File: src/spi_port_pkg.sv
// Constants and types for the serial peripheral port.
// Assumes a single 20 MHz core clock and plain strobe ports for register access.
// How it works
// - Bytes shift MSB first; data in and out follow the master's clock.
// - Soft select mode ignores the select pin; internal select follows the level bit.
// - Slave with capture phase zero: select pulses per byte; writes while low collide.
// - Master drives the serial clock at the chosen rate, polarity and phase.
// - As master, master and enable bits stay set only while internal select is high.
// - Data write loads the shifter; it shifts out on the active data pin.
// - Byte end sets transfer done; interrupt if enabled and CPU mask clear.
// - Done clears after status access then data read, or read/write as slave.
// - Data writes are dropped while done is set until status is read.
// - Slave shifts on the incoming clock; the master always starts transfers.
// - Both ends use the same polarity and phase combination.
// - Select low as master sets mode fault and clears enable and master.
// - Mode fault clears by status read then control write.
// - Mode fault blocks setting enable and master outside its clear sequence.
// - Byte ending while done is set raises overrun; first byte kept; status read clears.
// - Data write during a transfer is ignored and sets write collision, no interrupt.
// - Idle level zero gives low idle clock, one gives high.
// - Phase zero captures on the first transition, phase one on the second.
// - Rate bits give divide by 2,4,8,16,32,64; no effect as slave.
// - Reset clears the port enable bit.
package spi_port_pkg;
    localparam int         BYTE_W     = 8;
    localparam int         FIFO_DEPTH = 8;
    localparam logic [3:0] EDGE_LAST  = 4'hf;
    localparam logic [7:0] CTRL_RESET = 8'h00;
    localparam logic [1:0] CSR_RESET  = 2'h0;
    localparam logic [2:0] RATE_DIV2  = 3'h4;
    localparam logic [2:0] RATE_DIV4  = 3'h0;
    localparam logic [2:0] RATE_DIV8  = 3'h1;
    localparam logic [2:0] RATE_DIV16 = 3'h6;
    localparam logic [2:0] RATE_DIV32 = 3'h2;
    localparam logic [2:0] RATE_DIV64 = 3'h3;
    localparam logic [5:0] HALF_DIV2  = 6'h01;
    localparam logic [5:0] HALF_DIV4  = 6'h02;
    localparam logic [5:0] HALF_DIV8  = 6'h04;
    localparam logic [5:0] HALF_DIV16 = 6'h08;
    localparam logic [5:0] HALF_DIV32 = 6'h10;
    localparam logic [5:0] HALF_DIV64 = 6'h20;

    typedef struct packed {
        logic irq_en;
        logic port_en;
        logic rate_hi;
        logic master;
        logic idle_level;
        logic capture_phase;
        logic rate_mid;
        logic rate_lo;
    } ctrl_t;

    typedef struct packed {
        logic soft_select_mode;
        logic soft_select_level;
    } csr_ctrl_t;

    typedef struct packed {
        logic transfer_done;
        logic write_collision;
        logic overrun;
        logic mode_fault;
    } status_t;

    // Core cycles per serial clock half period
    function automatic logic [5:0] half_period(input logic [2:0] code);
        case (code)
            RATE_DIV2:  return HALF_DIV2;
            RATE_DIV8:  return HALF_DIV8;
            RATE_DIV16: return HALF_DIV16;
            RATE_DIV32: return HALF_DIV32;
            RATE_DIV64: return HALF_DIV64;
            default:    return HALF_DIV4;
        endcase
    endfunction : half_period
endpackage : spi_port_pkg

File: src/serial_peripheral_port.sv
// Serial peripheral port: master/slave byte shifter, flags and receive FIFO.
// Assumes register accesses arrive as one-cycle strobes on the core clock.
`timescale 1ns/1ns

// ----------------------------------------
// Receive FIFO
// ----------------------------------------
module sync_fifo #(
    parameter int WIDTH = 8,
    parameter int DEPTH = 8
) (
    input  wire logic             core_clk_i,
    input  wire logic             rst_i,
    // Fill side
    input  wire logic             in_valid_i,
    output logic                  in_ready_o,
    input  wire logic [WIDTH-1:0] in_data_i,
    // Drain side
    output logic                  out_valid_o,
    input  wire logic             out_ready_i,
    output logic [WIDTH-1:0]      out_data_o
);
    localparam int AW = $clog2(DEPTH);
    logic [WIDTH-1:0] mem [DEPTH];
    logic [AW-1:0]    wr_ptr;
    logic [AW-1:0]    rd_ptr;
    logic [AW:0]      count;
    logic             push;
    logic             pop;

    assign in_ready_o  = count != (AW+1)'(DEPTH);
    assign out_valid_o = count != '0;
    assign out_data_o  = mem[rd_ptr];
    assign push        = in_valid_i && in_ready_o;
    assign pop         = out_valid_o && out_ready_i;

    always_ff @(posedge core_clk_i) begin
        if (push) begin
            mem[wr_ptr] <= in_data_i;
        end
    end

    always_ff @(posedge core_clk_i) begin
        if (rst_i) begin
            wr_ptr <= '0;
            rd_ptr <= '0;
            count  <= '0;
        end else begin
            if (push) begin
                wr_ptr <= (wr_ptr == AW'(DEPTH - 1)) ? '0 : wr_ptr + 1'b1;
            end
            if (pop) begin
                rd_ptr <= (rd_ptr == AW'(DEPTH - 1)) ? '0 : rd_ptr + 1'b1;
            end
            count <= count + (AW+1)'(push) - (AW+1)'(pop);
        end
    end
endmodule : sync_fifo

// ----------------------------------------
// Port top
// ----------------------------------------
module serial_peripheral_port #(
    parameter int FIFO_D = spi_port_pkg::FIFO_DEPTH
) (
    // Clock and reset
    input  wire logic                     core_clk_i,
    input  wire logic                     rst_i,
    // Register strobes
    input  wire logic                     ctrl_wr_i,
    input  wire spi_port_pkg::ctrl_t      ctrl_wdata_i,
    input  wire logic                     csr_wr_i,
    input  wire spi_port_pkg::csr_ctrl_t  csr_wdata_i,
    input  wire logic                     csr_rd_i,
    input  wire logic                     data_wr_i,
    input  wire logic [7:0]               data_wdata_i,
    input  wire logic                     data_rd_i,
    input  wire logic                     cpu_irq_mask_i,
    // Register views
    output spi_port_pkg::ctrl_t           ctrl_o,
    output spi_port_pkg::csr_ctrl_t       csr_o,
    output spi_port_pkg::status_t         status_o,
    output logic [7:0]                    data_rdata_o,
    output logic                          irq_o,
    // Pins
    input  wire logic                     sck_i,
    output logic                          sck_o,
    output logic                          sck_oe_n_o,
    input  wire logic                     mosi_i,
    output logic                          mosi_o,
    output logic                          mosi_oe_n_o,
    input  wire logic                     miso_i,
    output logic                          miso_o,
    output logic                          miso_oe_n_o,
    input  wire logic                     ss_n_i
);
    import spi_port_pkg::*;

    ctrl_t      ctrl;
    ctrl_t      next_ctrl;
    csr_ctrl_t  csr;
    status_t    st;
    logic [3:0] pin_m;
    logic [3:0] pin_s;
    logic       sck_d;
    logic       ss_int;
    logic       master_on;
    logic       slave_on;
    logic       running;
    logic [5:0] div_cnt;
    logic [5:0] half;
    logic       tick;
    logic       sck_q;
    logic [3:0] ecnt;
    logic       edge_ev;
    logic       capture;
    logic       last;
    logic       serial_in;
    logic       cap_bit;
    logic [7:0] shift;
    logic [7:0] next_shift;
    logic       busy;
    logic       wr_blocked;
    logic       load;
    logic       fault;
    logic       lost;
    logic       done_seen;
    logic       done_rd_seen;
    logic       write_collision_flag_seen;
    logic       mode_fault_flag_seen;
    logic [7:0] rx_buf;
    logic [7:0] rx_byte;
    logic       f_in_ready;
    logic       f_out_valid;
    logic [7:0] f_out_data;
    logic       pop;

    // ----------------------------------------
    // Pin synchronisers {sck, mosi, miso, ss_n}
    // ----------------------------------------
    always_ff @(posedge core_clk_i) begin
        pin_m <= {sck_i, mosi_i, miso_i, ss_n_i};
        pin_s <= pin_m;
        sck_d <= pin_s[3];
    end

    assign ss_int    = csr.soft_select_mode ? csr.soft_select_level : pin_s[0];
    assign master_on = ctrl.port_en && ctrl.master;
    assign slave_on  = ctrl.port_en && !ctrl.master && !ss_int;
    assign fault     = ctrl.master && !ss_int;

    // ----------------------------------------
    // Control registers
    // ----------------------------------------
    always_comb begin
        next_ctrl = ctrl;
        if (ctrl_wr_i) begin
            next_ctrl = ctrl_wdata_i;
            // Outside the clearing sequence a fault keeps the port off
            if (st.mode_fault && !mode_fault_flag_seen) begin
                next_ctrl.port_en = 1'b0;
                next_ctrl.master  = 1'b0;
            end
        end
        if (fault) begin
            next_ctrl.port_en = 1'b0;
            next_ctrl.master  = 1'b0;
        end
    end

    always_ff @(posedge core_clk_i) begin
        if (rst_i) begin
            ctrl <= ctrl_t'(CTRL_RESET);
            csr  <= csr_ctrl_t'(CSR_RESET);
        end else begin
            ctrl <= next_ctrl;
            if (csr_wr_i) begin
                csr <= csr_wdata_i;
            end
        end
    end

    // ----------------------------------------
    // Master clock generator
    // ----------------------------------------
    assign half = half_period({ctrl.rate_hi, ctrl.rate_mid, ctrl.rate_lo});
    assign tick = running && div_cnt == half - 6'h01;

    always_ff @(posedge core_clk_i) begin
        if (rst_i || !running || tick) begin
            div_cnt <= '0;
        end else begin
            div_cnt <= div_cnt + 6'h01;
        end
    end

    always_ff @(posedge core_clk_i) begin
        if (rst_i) begin
            running <= 1'b0;
        end else if (!master_on) begin
            running <= 1'b0;
        end else if (load) begin
            running <= 1'b1;
        end else if (last) begin
            running <= 1'b0;
        end
    end

    always_ff @(posedge core_clk_i) begin
        if (rst_i || !running) begin
            sck_q <= rst_i ? 1'b0 : ctrl.idle_level;
        end else if (tick) begin
            sck_q <= !sck_q;
        end
    end

    // ----------------------------------------
    // Shift engine, shared by master and slave
    // ----------------------------------------
    // Slave edges come from the synchronised pin, so the slave tops out well below
    // the core rate; the faster rates only work as master.
    assign edge_ev   = master_on ? tick : (slave_on && (pin_s[3] ^ sck_d));
    assign capture   = edge_ev && (ecnt[0] == ctrl.capture_phase);
    assign last      = edge_ev && ecnt == EDGE_LAST;
    assign serial_in = master_on ? pin_s[1] : pin_s[2];
    assign busy      = master_on ? running
                     : (slave_on && (!ctrl.capture_phase || ecnt != '0));
    assign wr_blocked = st.transfer_done && !done_rd_seen;
    assign load      = data_wr_i && ctrl.port_en && !wr_blocked && !busy;

    always_comb begin
        next_shift = shift;
        if (load) begin
            next_shift = data_wdata_i;
        end else if (edge_ev && !capture && ecnt != '0) begin
            next_shift = {shift[BYTE_W-2:0], cap_bit};
        end
    end

    always_ff @(posedge core_clk_i) begin
        if (rst_i) begin
            shift   <= '0;
            cap_bit <= 1'b0;
        end else begin
            shift <= next_shift;
            if (capture) begin
                cap_bit <= serial_in;
            end
        end
    end

    always_ff @(posedge core_clk_i) begin
        if (rst_i || !ctrl.port_en || (master_on ? !running : ss_int)) begin
            ecnt <= '0;
        end else if (edge_ev) begin
            ecnt <= ecnt + 4'h1;
        end
    end

    // ----------------------------------------
    // Receive path
    // ----------------------------------------
    // Final capture edge leaves the shifter alone, so the data pin holds while sampled
    assign rx_byte = {shift[BYTE_W-2:0], capture ? serial_in : cap_bit};
    assign lost = last && (st.transfer_done || !f_in_ready);
    assign pop  = f_out_valid && !st.transfer_done;

    sync_fifo #(
        .WIDTH (BYTE_W),
        .DEPTH (FIFO_D)
    ) rx_fifo (
        .core_clk_i  (core_clk_i),
        .rst_i       (rst_i),
        .in_valid_i  (last && !st.transfer_done),
        .in_ready_o  (f_in_ready),
        .in_data_i   (rx_byte),
        .out_valid_o (f_out_valid),
        .out_ready_i (!st.transfer_done),
        .out_data_o  (f_out_data)
    );

    always_ff @(posedge core_clk_i) begin
        if (rst_i) begin
            rx_buf <= '0;
        end else if (pop) begin
            rx_buf <= f_out_data;
        end
    end

    // ----------------------------------------
    // Status flags: a set always wins over a clear
    // ----------------------------------------
    always_ff @(posedge core_clk_i) begin
        if (rst_i) begin
            st           <= '0;
            done_seen    <= 1'b0;
            done_rd_seen <= 1'b0;
            write_collision_flag_seen    <= 1'b0;
            mode_fault_flag_seen    <= 1'b0;
        end else begin
            if (st.transfer_done && (csr_rd_i || csr_wr_i)) begin
                done_seen <= 1'b1;
            end
            if (st.transfer_done && csr_rd_i) begin
                done_rd_seen <= 1'b1;
            end
            if (pop) begin
                st.transfer_done <= 1'b1;
            end else if (done_seen && (data_rd_i || (data_wr_i && !ctrl.master))) begin
                st.transfer_done <= 1'b0;
                done_seen        <= 1'b0;
                done_rd_seen     <= 1'b0;
            end
            if (st.write_collision && (csr_rd_i || csr_wr_i)) begin
                write_collision_flag_seen <= 1'b1;
            end
            if (data_wr_i && ctrl.port_en && busy) begin
                st.write_collision <= 1'b1;
            end else if (write_collision_flag_seen && (data_rd_i || data_wr_i)) begin
                st.write_collision <= 1'b0;
                write_collision_flag_seen          <= 1'b0;
            end
            if (lost) begin
                st.overrun <= 1'b1;
            end else if (csr_rd_i) begin
                st.overrun <= 1'b0;
            end
            if (st.mode_fault && csr_rd_i) begin
                mode_fault_flag_seen <= 1'b1;
            end
            if (fault) begin
                st.mode_fault <= 1'b1;
            end else if (mode_fault_flag_seen && ctrl_wr_i) begin
                st.mode_fault <= 1'b0;
                mode_fault_flag_seen     <= 1'b0;
            end
        end
    end

    always_ff @(posedge core_clk_i) begin
        if (rst_i) begin
            irq_o <= 1'b0;
        end else begin
            irq_o <= ctrl.irq_en && !cpu_irq_mask_i
                  && (st.transfer_done || st.overrun || st.mode_fault);
        end
    end

    // ----------------------------------------
    // Outputs
    // ----------------------------------------
    assign ctrl_o       = ctrl;
    assign csr_o        = csr;
    assign status_o     = st;
    assign data_rdata_o = rx_buf;
    assign sck_o        = sck_q;
    assign sck_oe_n_o   = !master_on;
    assign mosi_o       = shift[BYTE_W-1];
    assign mosi_oe_n_o  = !master_on;
    assign miso_o       = shift[BYTE_W-1];
    assign miso_oe_n_o  = !slave_on;
endmodule : serial_peripheral_port

File: config.mk
export PLATFORM = sky130hd
export DESIGN_NAME = serial_peripheral_port
export DESIGN_NICKNAME = d
export VERILOG_FILES = /design/src/spi_port_pkg.sv /design/src/serial_peripheral_port.sv
export SDC_FILE = /design/constraint.sdc
export NUM_CORES = 1
export LEC_CHECK = 0
export BUFFER_PORTS_ARGS = -buffer_cell sky130_fd_sc_hd__buf_2
export CAP_MARGIN = 20
export CORE_MARGIN = 4
export CORE_UTILIZATION = 55
export CTS_BUF_LIST = sky130_fd_sc_hd__clkbuf_8
export CTS_CLUSTER_DIAMETER = 100
export DETAILED_ROUTE_END_ITERATION = 6
export GPL_TIMING_DRIVEN = 1
export HOLD_SLACK_MARGIN = 0.15
export PLACE_DENSITY = 0.76
export RECOVER_POWER = 100
export SETUP_SLACK_MARGIN = 0.5
export SLEW_MARGIN = 15
export SYNTH_ARGS = -nofsm -noshare
export SYNTH_HDL_FRONTEND = slang
export SYNTH_SLANG_ARGS = --single-unit
File: constraint.sdc
create_clock -name core_clk_i -period 7.7 [get_ports core_clk_i]
set_input_delay 0.385 -clock core_clk_i [delete_from_list [all_inputs] [get_ports core_clk_i]]
set_output_delay 0.385 -clock core_clk_i [all_outputs]
set_load 0.01 [all_outputs]
==> results of run 1 <==
==> cell type report <==
type | count | area (um^2) | share of cell area
clock inverter | 15 | 181 | 0.0295
clock buffer | 17 | 234 | 0.0380
multi-input combinational | 247 | 1920 | 0.312
inverter | 14 | 52.6 | 0.00854
tap | 129 | 161 | 0.0262
sequential | 131 | 3270 | 0.532
timing repair buffer | 70 | 330 | 0.0537
==> power by group through the flow <==
stage	combinational (mW)	sequential, mW	clock [mW]
2_1_floorplan	0.258	0.832	0
3_3_place_gp	0.301	0.865	0
3_5_place_dp	0.341	0.855	0
4_1_cts	0.345	0.840	0.602
5_1_grt	0.359	0.847	0.643
6_report	0.319	0.837	0.594
==> flip-flops by register name, indices dropped and copies added, names as in the netlist, 2 cells and up <==
name / flops
shift: 8
pin_m: 4
csr_o: 2
status_o: 4
ctrl_o: 8
pin_s: 4
div_cnt: 6
rx_fifo.wr_ptr: 3
rx_fifo.mem: 64
data_rdata_o: 8
rx_fifo.count: 4
ecnt: 4
rx_fifo.rd_ptr: 3
==> worst min path at each step <==
| stage | slack [ns] | from | endpoint |
|---|---|---|---|
| CTS | 0.18 | csr_wdata_i[0] | csr_o[0]$_SDFFE_PP0P_ |
| detailed placement | 0.31 | pin_m[0]$_DFF_P_ | pin_s[0]$_DFF_P_ |
| floorplan | 0.31 | pin_m[0]$_DFF_P_ | pin_s[0]$_DFF_P_ |
| global route | 0.20 | ctrl_wdata_i[7] | ctrl_o[7]$_SDFFE_PP0P_ |
| global placement | 0.31 | pin_m[2]$_DFF_P_ | pin_s[2]$_DFF_P_ |
| finish | 0.19 | csr_wdata_i[0] | csr_o[0]$_SDFFE_PP0P_ |
==> worst min-delay path, stage by stage <==
cell	delay [ns]
buf_2	0.08
mux2i_1	0.06
nor2_1	0.07
==> placed cells by master (no fill, tap or decap), drive strengths merged, types with 5 or more instances in the layout <==
master | synthesis | final
buf | 10 | 29
mux2i | 29 | 29
dlygate4sd3 | 0 | 5
mux4 | 16 | 16
nor3 | 8 | 8
nor2 | 47 | 47
nor2b | 9 | 9
nand2 | 15 | 15
inv | 14 | 19
a211oi | 18 | 18
edfxtp | 65 | 65
clkbuf | 7 | 53
a21oi | 19 | 19
ha | 13 | 13
o21ai | 7 | 7
dfxtp | 66 | 66
xnor2 | 8 | 8
nand3 | 8 | 8
==> metrics by stage <==
stage / setup slack [ns] / cell area, um^2 / hold WS [ns]
6_report: 3.60 / 6150 / 0.188
3_5_place_dp: 4.10 / 5790 / 0.314
2_1_floorplan: 4.69 / 5360 / 0.310
4_1_cts: 4.07 / 6260 / 0.181
3_3_place_gp: 4.19 / 5760 / 0.310
5_1_grt: 3.26 / 6150 / 0.196
==> per-layer routing <==
| metal | vias to the layer above | part of all wire | global-route usage |
|---|---|---|---|
| met5 | - | 0 | 0 |
| met3 | 11 | 0.044 | 0.0566 |
| li1 | 1671 | - | - |
| met2 | 85 | 0.49 | 0.313 |
| met1 | 1687 | 0.45 | 0.247 |
| met4 | 0 | 0.013 | 0.0630 |
==> logic make-up after synthesis <==
family / count (synthesis)
AOI/OAI and AO/OA: 61
muxes: 47
and+or+nand+nor: 115
xor gates and xnor gates: 10
DFF: 131
buffers and inverters: 31
adders and majority gates: 14
==> out/results.md, run 1 <==
- total via count in the routed design: 3454
- sequential fraction of the synthesis area: 0.611
- post-CTS setup buffer count: 0
- post-synthesis cell count: 409
- ports placed on the boundary: 59
- site row count: 35
- clock network fraction of design power: 0.339
- hold violation count in the final report: 0
- antenna cells: 0
- result of the run: finished, violations left
- Post-CTS Hold Buffers: 5
- Reg-to-Reg End: rx_fifo.mem[3][2]$_DFFE_PP_
- Final Cycle Share: 0.533
- Synth Area in Adders: 0.0341
- DRC violation count after routing: 0
- setup slack, reg-to-reg: 3.60 ns
- FFs w/ async S/R, synth: 0
- hold path depth: 3
- final non-filler cell total: 623
- average wire per cell in the routed design: 16.4 um
- horizontal die dimension: 107 um
- Worst Skew: 0.0135 ns
- floorplan core area: 9370 um^2
- final core occ: 0.657
- maximum frequency from static timing analysis: 0.244 GHz
- fillers: 765
- Worst Path Buf+Inv: 0
- total power draw: 1.75 mW
- CTS max path bufs: 2
- Yosys warning total: 0
- type of the worst min-delay path: in2reg
- Maximum Capacitance Violations: 3
- kind of end point of the critical path: flip-flop
- number of buffers inserted during clock tree synthesis: 17
- portion of netlist area occupied by mux cells: 0.126
- Worst Path Max Fanout: 12
- number of antenna violations at the first check in global routing: 0
- distinct cell type count after synthesis: 54
- largest family of logic cells by synthesized area: multiplexers
- flops & latches, synth: 131
- mean cell area of the mapped netlist: 13.1 um^2
- DIE HEIGHT: 107 um
- CTS H-tree depth: 4
- number of placed instances, taps included: 584
- CTS tree: yes
- Leak: 2.11 nW
- series of cell instances along the critical path: or4b_1, nor3_1, a211oi_1, o32ai_1, nand3_1, nor3b_1
- fraction of layout instances using a drive strength above 1: 0.164
- Max stage delay on crit path: 1.14 ns
- critical-path cell with the highest stage delay: o32ai_1
- synthesized-area fraction occupied by xor and xnor cells: 0.0163
- time the worst path needs with I/O delays and setup: 4.10 ns
- total setup violations reported at the end of the flow: 0
- total standard cell area after synthesis: 5360 um^2
- path depth of the worst reg2reg path: 6
- clock network latency to the later pin of the worst-skew pair: 0.44 ns
- setup_tns: 0 ns
- violations in the final reports: max-capacitance violations, max-slew violations
- Worst-Margin Slew: 2.28 ns
- area share of the largest cell type after synthesis: 0.364
- Combinational Power Share: 0.182
- data arrival time of the critical path: 4.15 ns
- clock root buffer: clkbuf_8
- CTS Sinks: 131
- number of global-route vias before repair: 3389
- worst reg2reg path startpoint: ctrl_o[5]$_SDFFE_PP0P_
- clk slew on worst S/H paths: 0.08 ns
- number of search-and-repair iterations in the first detailed-routing pass: 5
- timing endpoint of the critical path: rx_fifo.mem[3][2]$_DFFE_PP_
- IR Drop Worst-Case VDD: 0.000134 V
- overall die area: 11400 um^2
- Final Max Slew Viols: 89
- HPWL reported at the end of detailed placement: 6910 um
- top flip-flop cell by instance count after synthesis: dfxtp_1
- Port Buffer Count: 58
- Worst setup SP type: flip-flop
- Net Sw Frac: 0.280
- unrepaired setup endpoints after global routing: false
- drt initial violations: 213
- Post-synth EDFFs: 65
- total grt overflow: 0
- number of cells upsized or downsized after cts: 0
- first-pass GRT wire length: 16800 um
- average vias per placed instance: 5.54
- Power Density: 284 nW/um^2
- simple-gate area share of the yosys netlist: 0.109
- top cells by instance count after synthesis: dfxtp_1, edfxtp_1, nor2_1, mux2i_1, a21oi_1
- largest net degree at the start of global routing: 50
- cell taking the most area after synthesis: edfxtp_1
- growth of design area from synthesis to finish: 14.9%
- count of nets left with antenna violations after detail routing: 0
- nets in the synthesized netlist: 453
- starting utilization of the core area: 0.572
- Worst path depth: 6
- critical path's top delay family: simple AND/OR/NAND/NOR gates
- Net Switching: 0.491 mW
- total global-route track usage: 0.192
- count of nets after finishing: 525
- endpoint required time on the critical path: 7.75 ns
- critical setup path kind: reg2reg
- final routed wirelength across all metal layers: 10200 um
- Max transition margin: -0.523
- relative contribution of sequential cells to total power: 0.479
- share of the synthesized area in compound gates (AO/OA/AOI/OAI): 0.0794
- most frequent cell after synthesis: dfxtp_1
- ranking of synthesized cells by area: edfxtp_1, dfxtp_1, mux4_2
- P_int: 1.26 mW
- source of the critical timing path: ctrl_o[5]$_SDFFE_PP0P_
- weighted congestion at the end of routability-driven global placement: 0.773
Note: power is estimated with default switching activity, not from simulation.
==> inputs of run 2 (changes only) <==
clock period = 3.9 ns   (was 7.7 ns; I/O delays follow)
==> run 2 against run 1 <==
Effect of this change: highest routed layer unchanged; non-clock buffer count up 25; sequential cell count unchanged; the run still ends with max-capacitance violations, max-slew violations left; clock power up 97%; largest cell class unchanged; sequential power up 98%.
==> out/results.md, run 2 (synthesis results as in run 1) <==
- Post-Place Cell Area: 5840 um^2, +0.78%
- endpoint required time on the critical path: 4.17 ns, -3.58 ns
- ports placed on the boundary: 59, unchanged
- critical setup path kind: reg2reg
- Power Density: 545 nW/um^2, +92%
- Hold Crit Endpoint: done_seen$_SDFF_PP0_
- setup_tns: 0 ns, unchanged
- critical-path cell with the highest stage delay: or4b_1
- final routed wirelength across all metal layers: 10300 um, +0.27%
- Biggest register: rx_fifo.mem
- time the worst path needs with I/O delays and setup: 3.14 ns, -0.959 ns
- Max transition margin: -0.154, +0.369
- CTS H-tree depth: 4, unchanged
- total power draw: 3.51 mW, +100%
- CTS max path bufs: 2, unchanged
- result of the run: finished, violations left
- average wire per cell in the routed design: 15.8 um, -3.6%
- type of the worst min-delay path: in2reg
- starting utilization of the core area: 0.572, unchanged
- Reg-to-Reg End: rx_fifo.count[2]$_SDFF_PP0_
- Maximum Capacitance Violations: 1, -2
- critical path's top delay family: simple AND/OR/NAND/NOR gates
- finished layout cell area: 6430 um^2, +4.5%
- Worst Skew: 0.0134 ns, -0.0000596 ns
- Worst Path Buf+Inv: 3, +3
- most frequent cells in the layout: dfxtp_1, edfxtp_1, nor2_1, clkbuf_1, buf_2
- Post-CTS Hold Buffers: 26, +21
- hold path depth: 4, +1
- Leak: 2.24 nW, +6.1%
- count of nets left with antenna violations after detail routing: 0, unchanged
- Worst-Margin Slew: 1.72 ns, -0.568 ns
- Worst setup SP type: flip-flop
- largest net degree at the start of global routing: 50, unchanged
- average vias per placed instance: 5.46, -1.5%
- Final Cycle Share: 0.806, +0.273
- commonest non-fill, non-tap cell in the layout: dfxtp_1
- maximum frequency from static timing analysis: 0.318 GHz, +30%
- post-CTS setup buffer count: 0, unchanged
- data arrival time of the critical path: 3.41 ns, -0.74 ns
- number of global-route vias before repair: 3549, +4.7%
- max reg flops: 64, unchanged
- worst reg2reg path startpoint: ctrl_o[1]$_SDFFE_PP0P_
- total setup violations reported at the end of the flow: 0, unchanged
- setup slack, reg-to-reg: 0.76 ns, -2.84 ns
- clk slew on worst S/H paths: 0.07 ns, about the same
- hold violation count in the final report: 0, unchanged
- number of search-and-repair iterations in the first detailed-routing pass: 7, +2
- clock root buffer: clkbuf_8
- fillers: 692, -9.5%
- Final Max Slew Viols: 17, -81%
- Max stage delay on crit path: 0.55 ns, -0.59 ns
- number of antenna violations at the first check in global routing: 0, unchanged
- first-pass GRT wire length: 17200 um, +2.8%
- antenna cells: 0, unchanged
- startpoint of the worst hold path: csr_wr_i
- path depth of the worst reg2reg path: 12, +6
- number of cells upsized or downsized after cts: 0, unchanged
- clock network latency to the later pin of the worst-skew pair: 0.42 ns, -0.02 ns
- total grt overflow: 0, unchanged
- horizontal die dimension: 107 um, unchanged
- Port Buffer Count: 58, unchanged
- IR Drop Worst-Case VDD: 0.000286 V, +110%
- area used by sequential logic in the layout: 3270 um^2, unchanged
- total via count in the routed design: 3538, +2.4%
- area taken by multi-input logic gates: 1930 um^2, +0.65%
- CTS tree: yes
- most used cell, CP: inv_1
- number of buffers inserted during clock tree synthesis: 17, unchanged
- DRC violation count after routing: 0, unchanged
- overall die area: 11400 um^2, unchanged
- growth of design area from synthesis to finish: 20.1%
- site row count: 35, unchanged
- total global-route track usage: 0.195, +0.00279
- series of cell instances along the critical path: or4b_1, nor3_2, a211oi_1, o32ai_2, clkbuf_1, nand2_1, inv_1, ha_1, inv_1, fa_1, xor2_1, nor2_1
- count of nets after finishing: 550, +4.8%
- Worst Path Max Fanout: 12, unchanged
- kind of end point of the critical path: flip-flop
- unrepaired setup endpoints after global routing: false
- HPWL reported at the end of detailed placement: 6960 um, +0.66%
- drt initial violations: 202, -5.2%
- DIE HEIGHT: 107 um, unchanged
- weighted congestion at the end of routability-driven global placement: 0.743, -3.9%
- floorplan core area: 9370 um^2, unchanged
- fraction of layout instances using a drive strength above 1: 0.170, +0.00559
- violations in the final reports: max-capacitance violations, max-slew violations
- CTS Sinks: 131, unchanged
==> run 2: changes by cell type in the layout (fill, tap and decap cells not counted), moves of 2 or more <==
| cell | change |
|---|---|
| inv_6 | -3 |
| dlygate4sd3_1 | +21 |
| clkbuf_8 | +2 |
| buf_4 | +3 |
==> run 2: report_power, final <==
group          leakage [nW]  internal (mW)  switching, mW
registers              1.06           1.54          0.122
logic                 0.971          0.358          0.323
clock network         0.210          0.666          0.504
total                  2.24           2.56          0.949
==> run 2: worst reg2reg max path, delay by kind of cell (launching register included) <==
family,cells,cell delay [ns]
simple gates,4,0.97
compound gates,2,0.39
flops,1,0.38
buf+inv,3,0.59
fa+ha+maj,2,0.53
xor+xnor,1,0.14
==> run 2: stage by stage <==
| stage | instances | utilization | hold WS (ns) | worst slack [ns] |
|---|---|---|---|---|
| CTS | 648 | 0.695 | 0.173 | 1.04 |
| detailed placement | 590 | 0.623 | 0.299 | 1.06 |
| finish | 648 | 0.687 | 0.189 | 0.756 |
| floorplan | 409 | - | 0.223 | 0.886 |
| global placement | 589 | 0.620 | 0.298 | 1.19 |
| global route | 648 | 0.687 | 0.180 | 0.493 |
==> run 2: how the worst max path moves through the flow <==
stage | startpoint | to | slack [ns] | depth (start not counted)
finish | ctrl_o[1]$_SDFFE_PP0P_ | rx_fifo.count[2]$_SDFF_PP0_ | 0.76 | 12
global route | ctrl_o[5]$_SDFFE_PP0P_ | rx_fifo.count[2]$_SDFF_PP0_ | 0.49 | 12
CTS | ctrl_o[1]$_SDFFE_PP0P_ | rx_fifo.count[2]$_SDFF_PP0_ | 1.04 | 12
detailed placement | ctrl_o[1]$_SDFFE_PP0P_ | rx_fifo.count[2]$_SDFF_PP0_ | 1.06 | 12
global placement | ctrl_o[5]$_SDFFE_PP0P_ | rx_fifo.count[2]$_SDFF_PP0_ | 1.19 | 12
floorplan | ctrl_o[5]$_SDFFE_PP0P_ | rx_fifo.mem[4][0]$_DFFE_PP_ | 0.89 | 6
==> run 2: layout make-up <==
cell class / instances / area share
inverter: 14 / 0.00817
timing repair buffer: 95 / 0.0920
multi-input combinational: 247 / 0.301
tap: 129 / 0.0251
clock inverter: 13 / 0.0247
clock buffer: 19 / 0.0406
sequential: 131 / 0.509
==> run 2: layer usage <==
metal  wire, um  vias to the layer above  GRT usage  share of wire
met4        114                        0     0.0667          0.011
li1           -                     1718          -              -
met3        408                       12     0.0452          0.040
met5          0                        -          0              0
met2       5090                       63      0.327           0.50
met1       4640                     1745      0.249           0.45
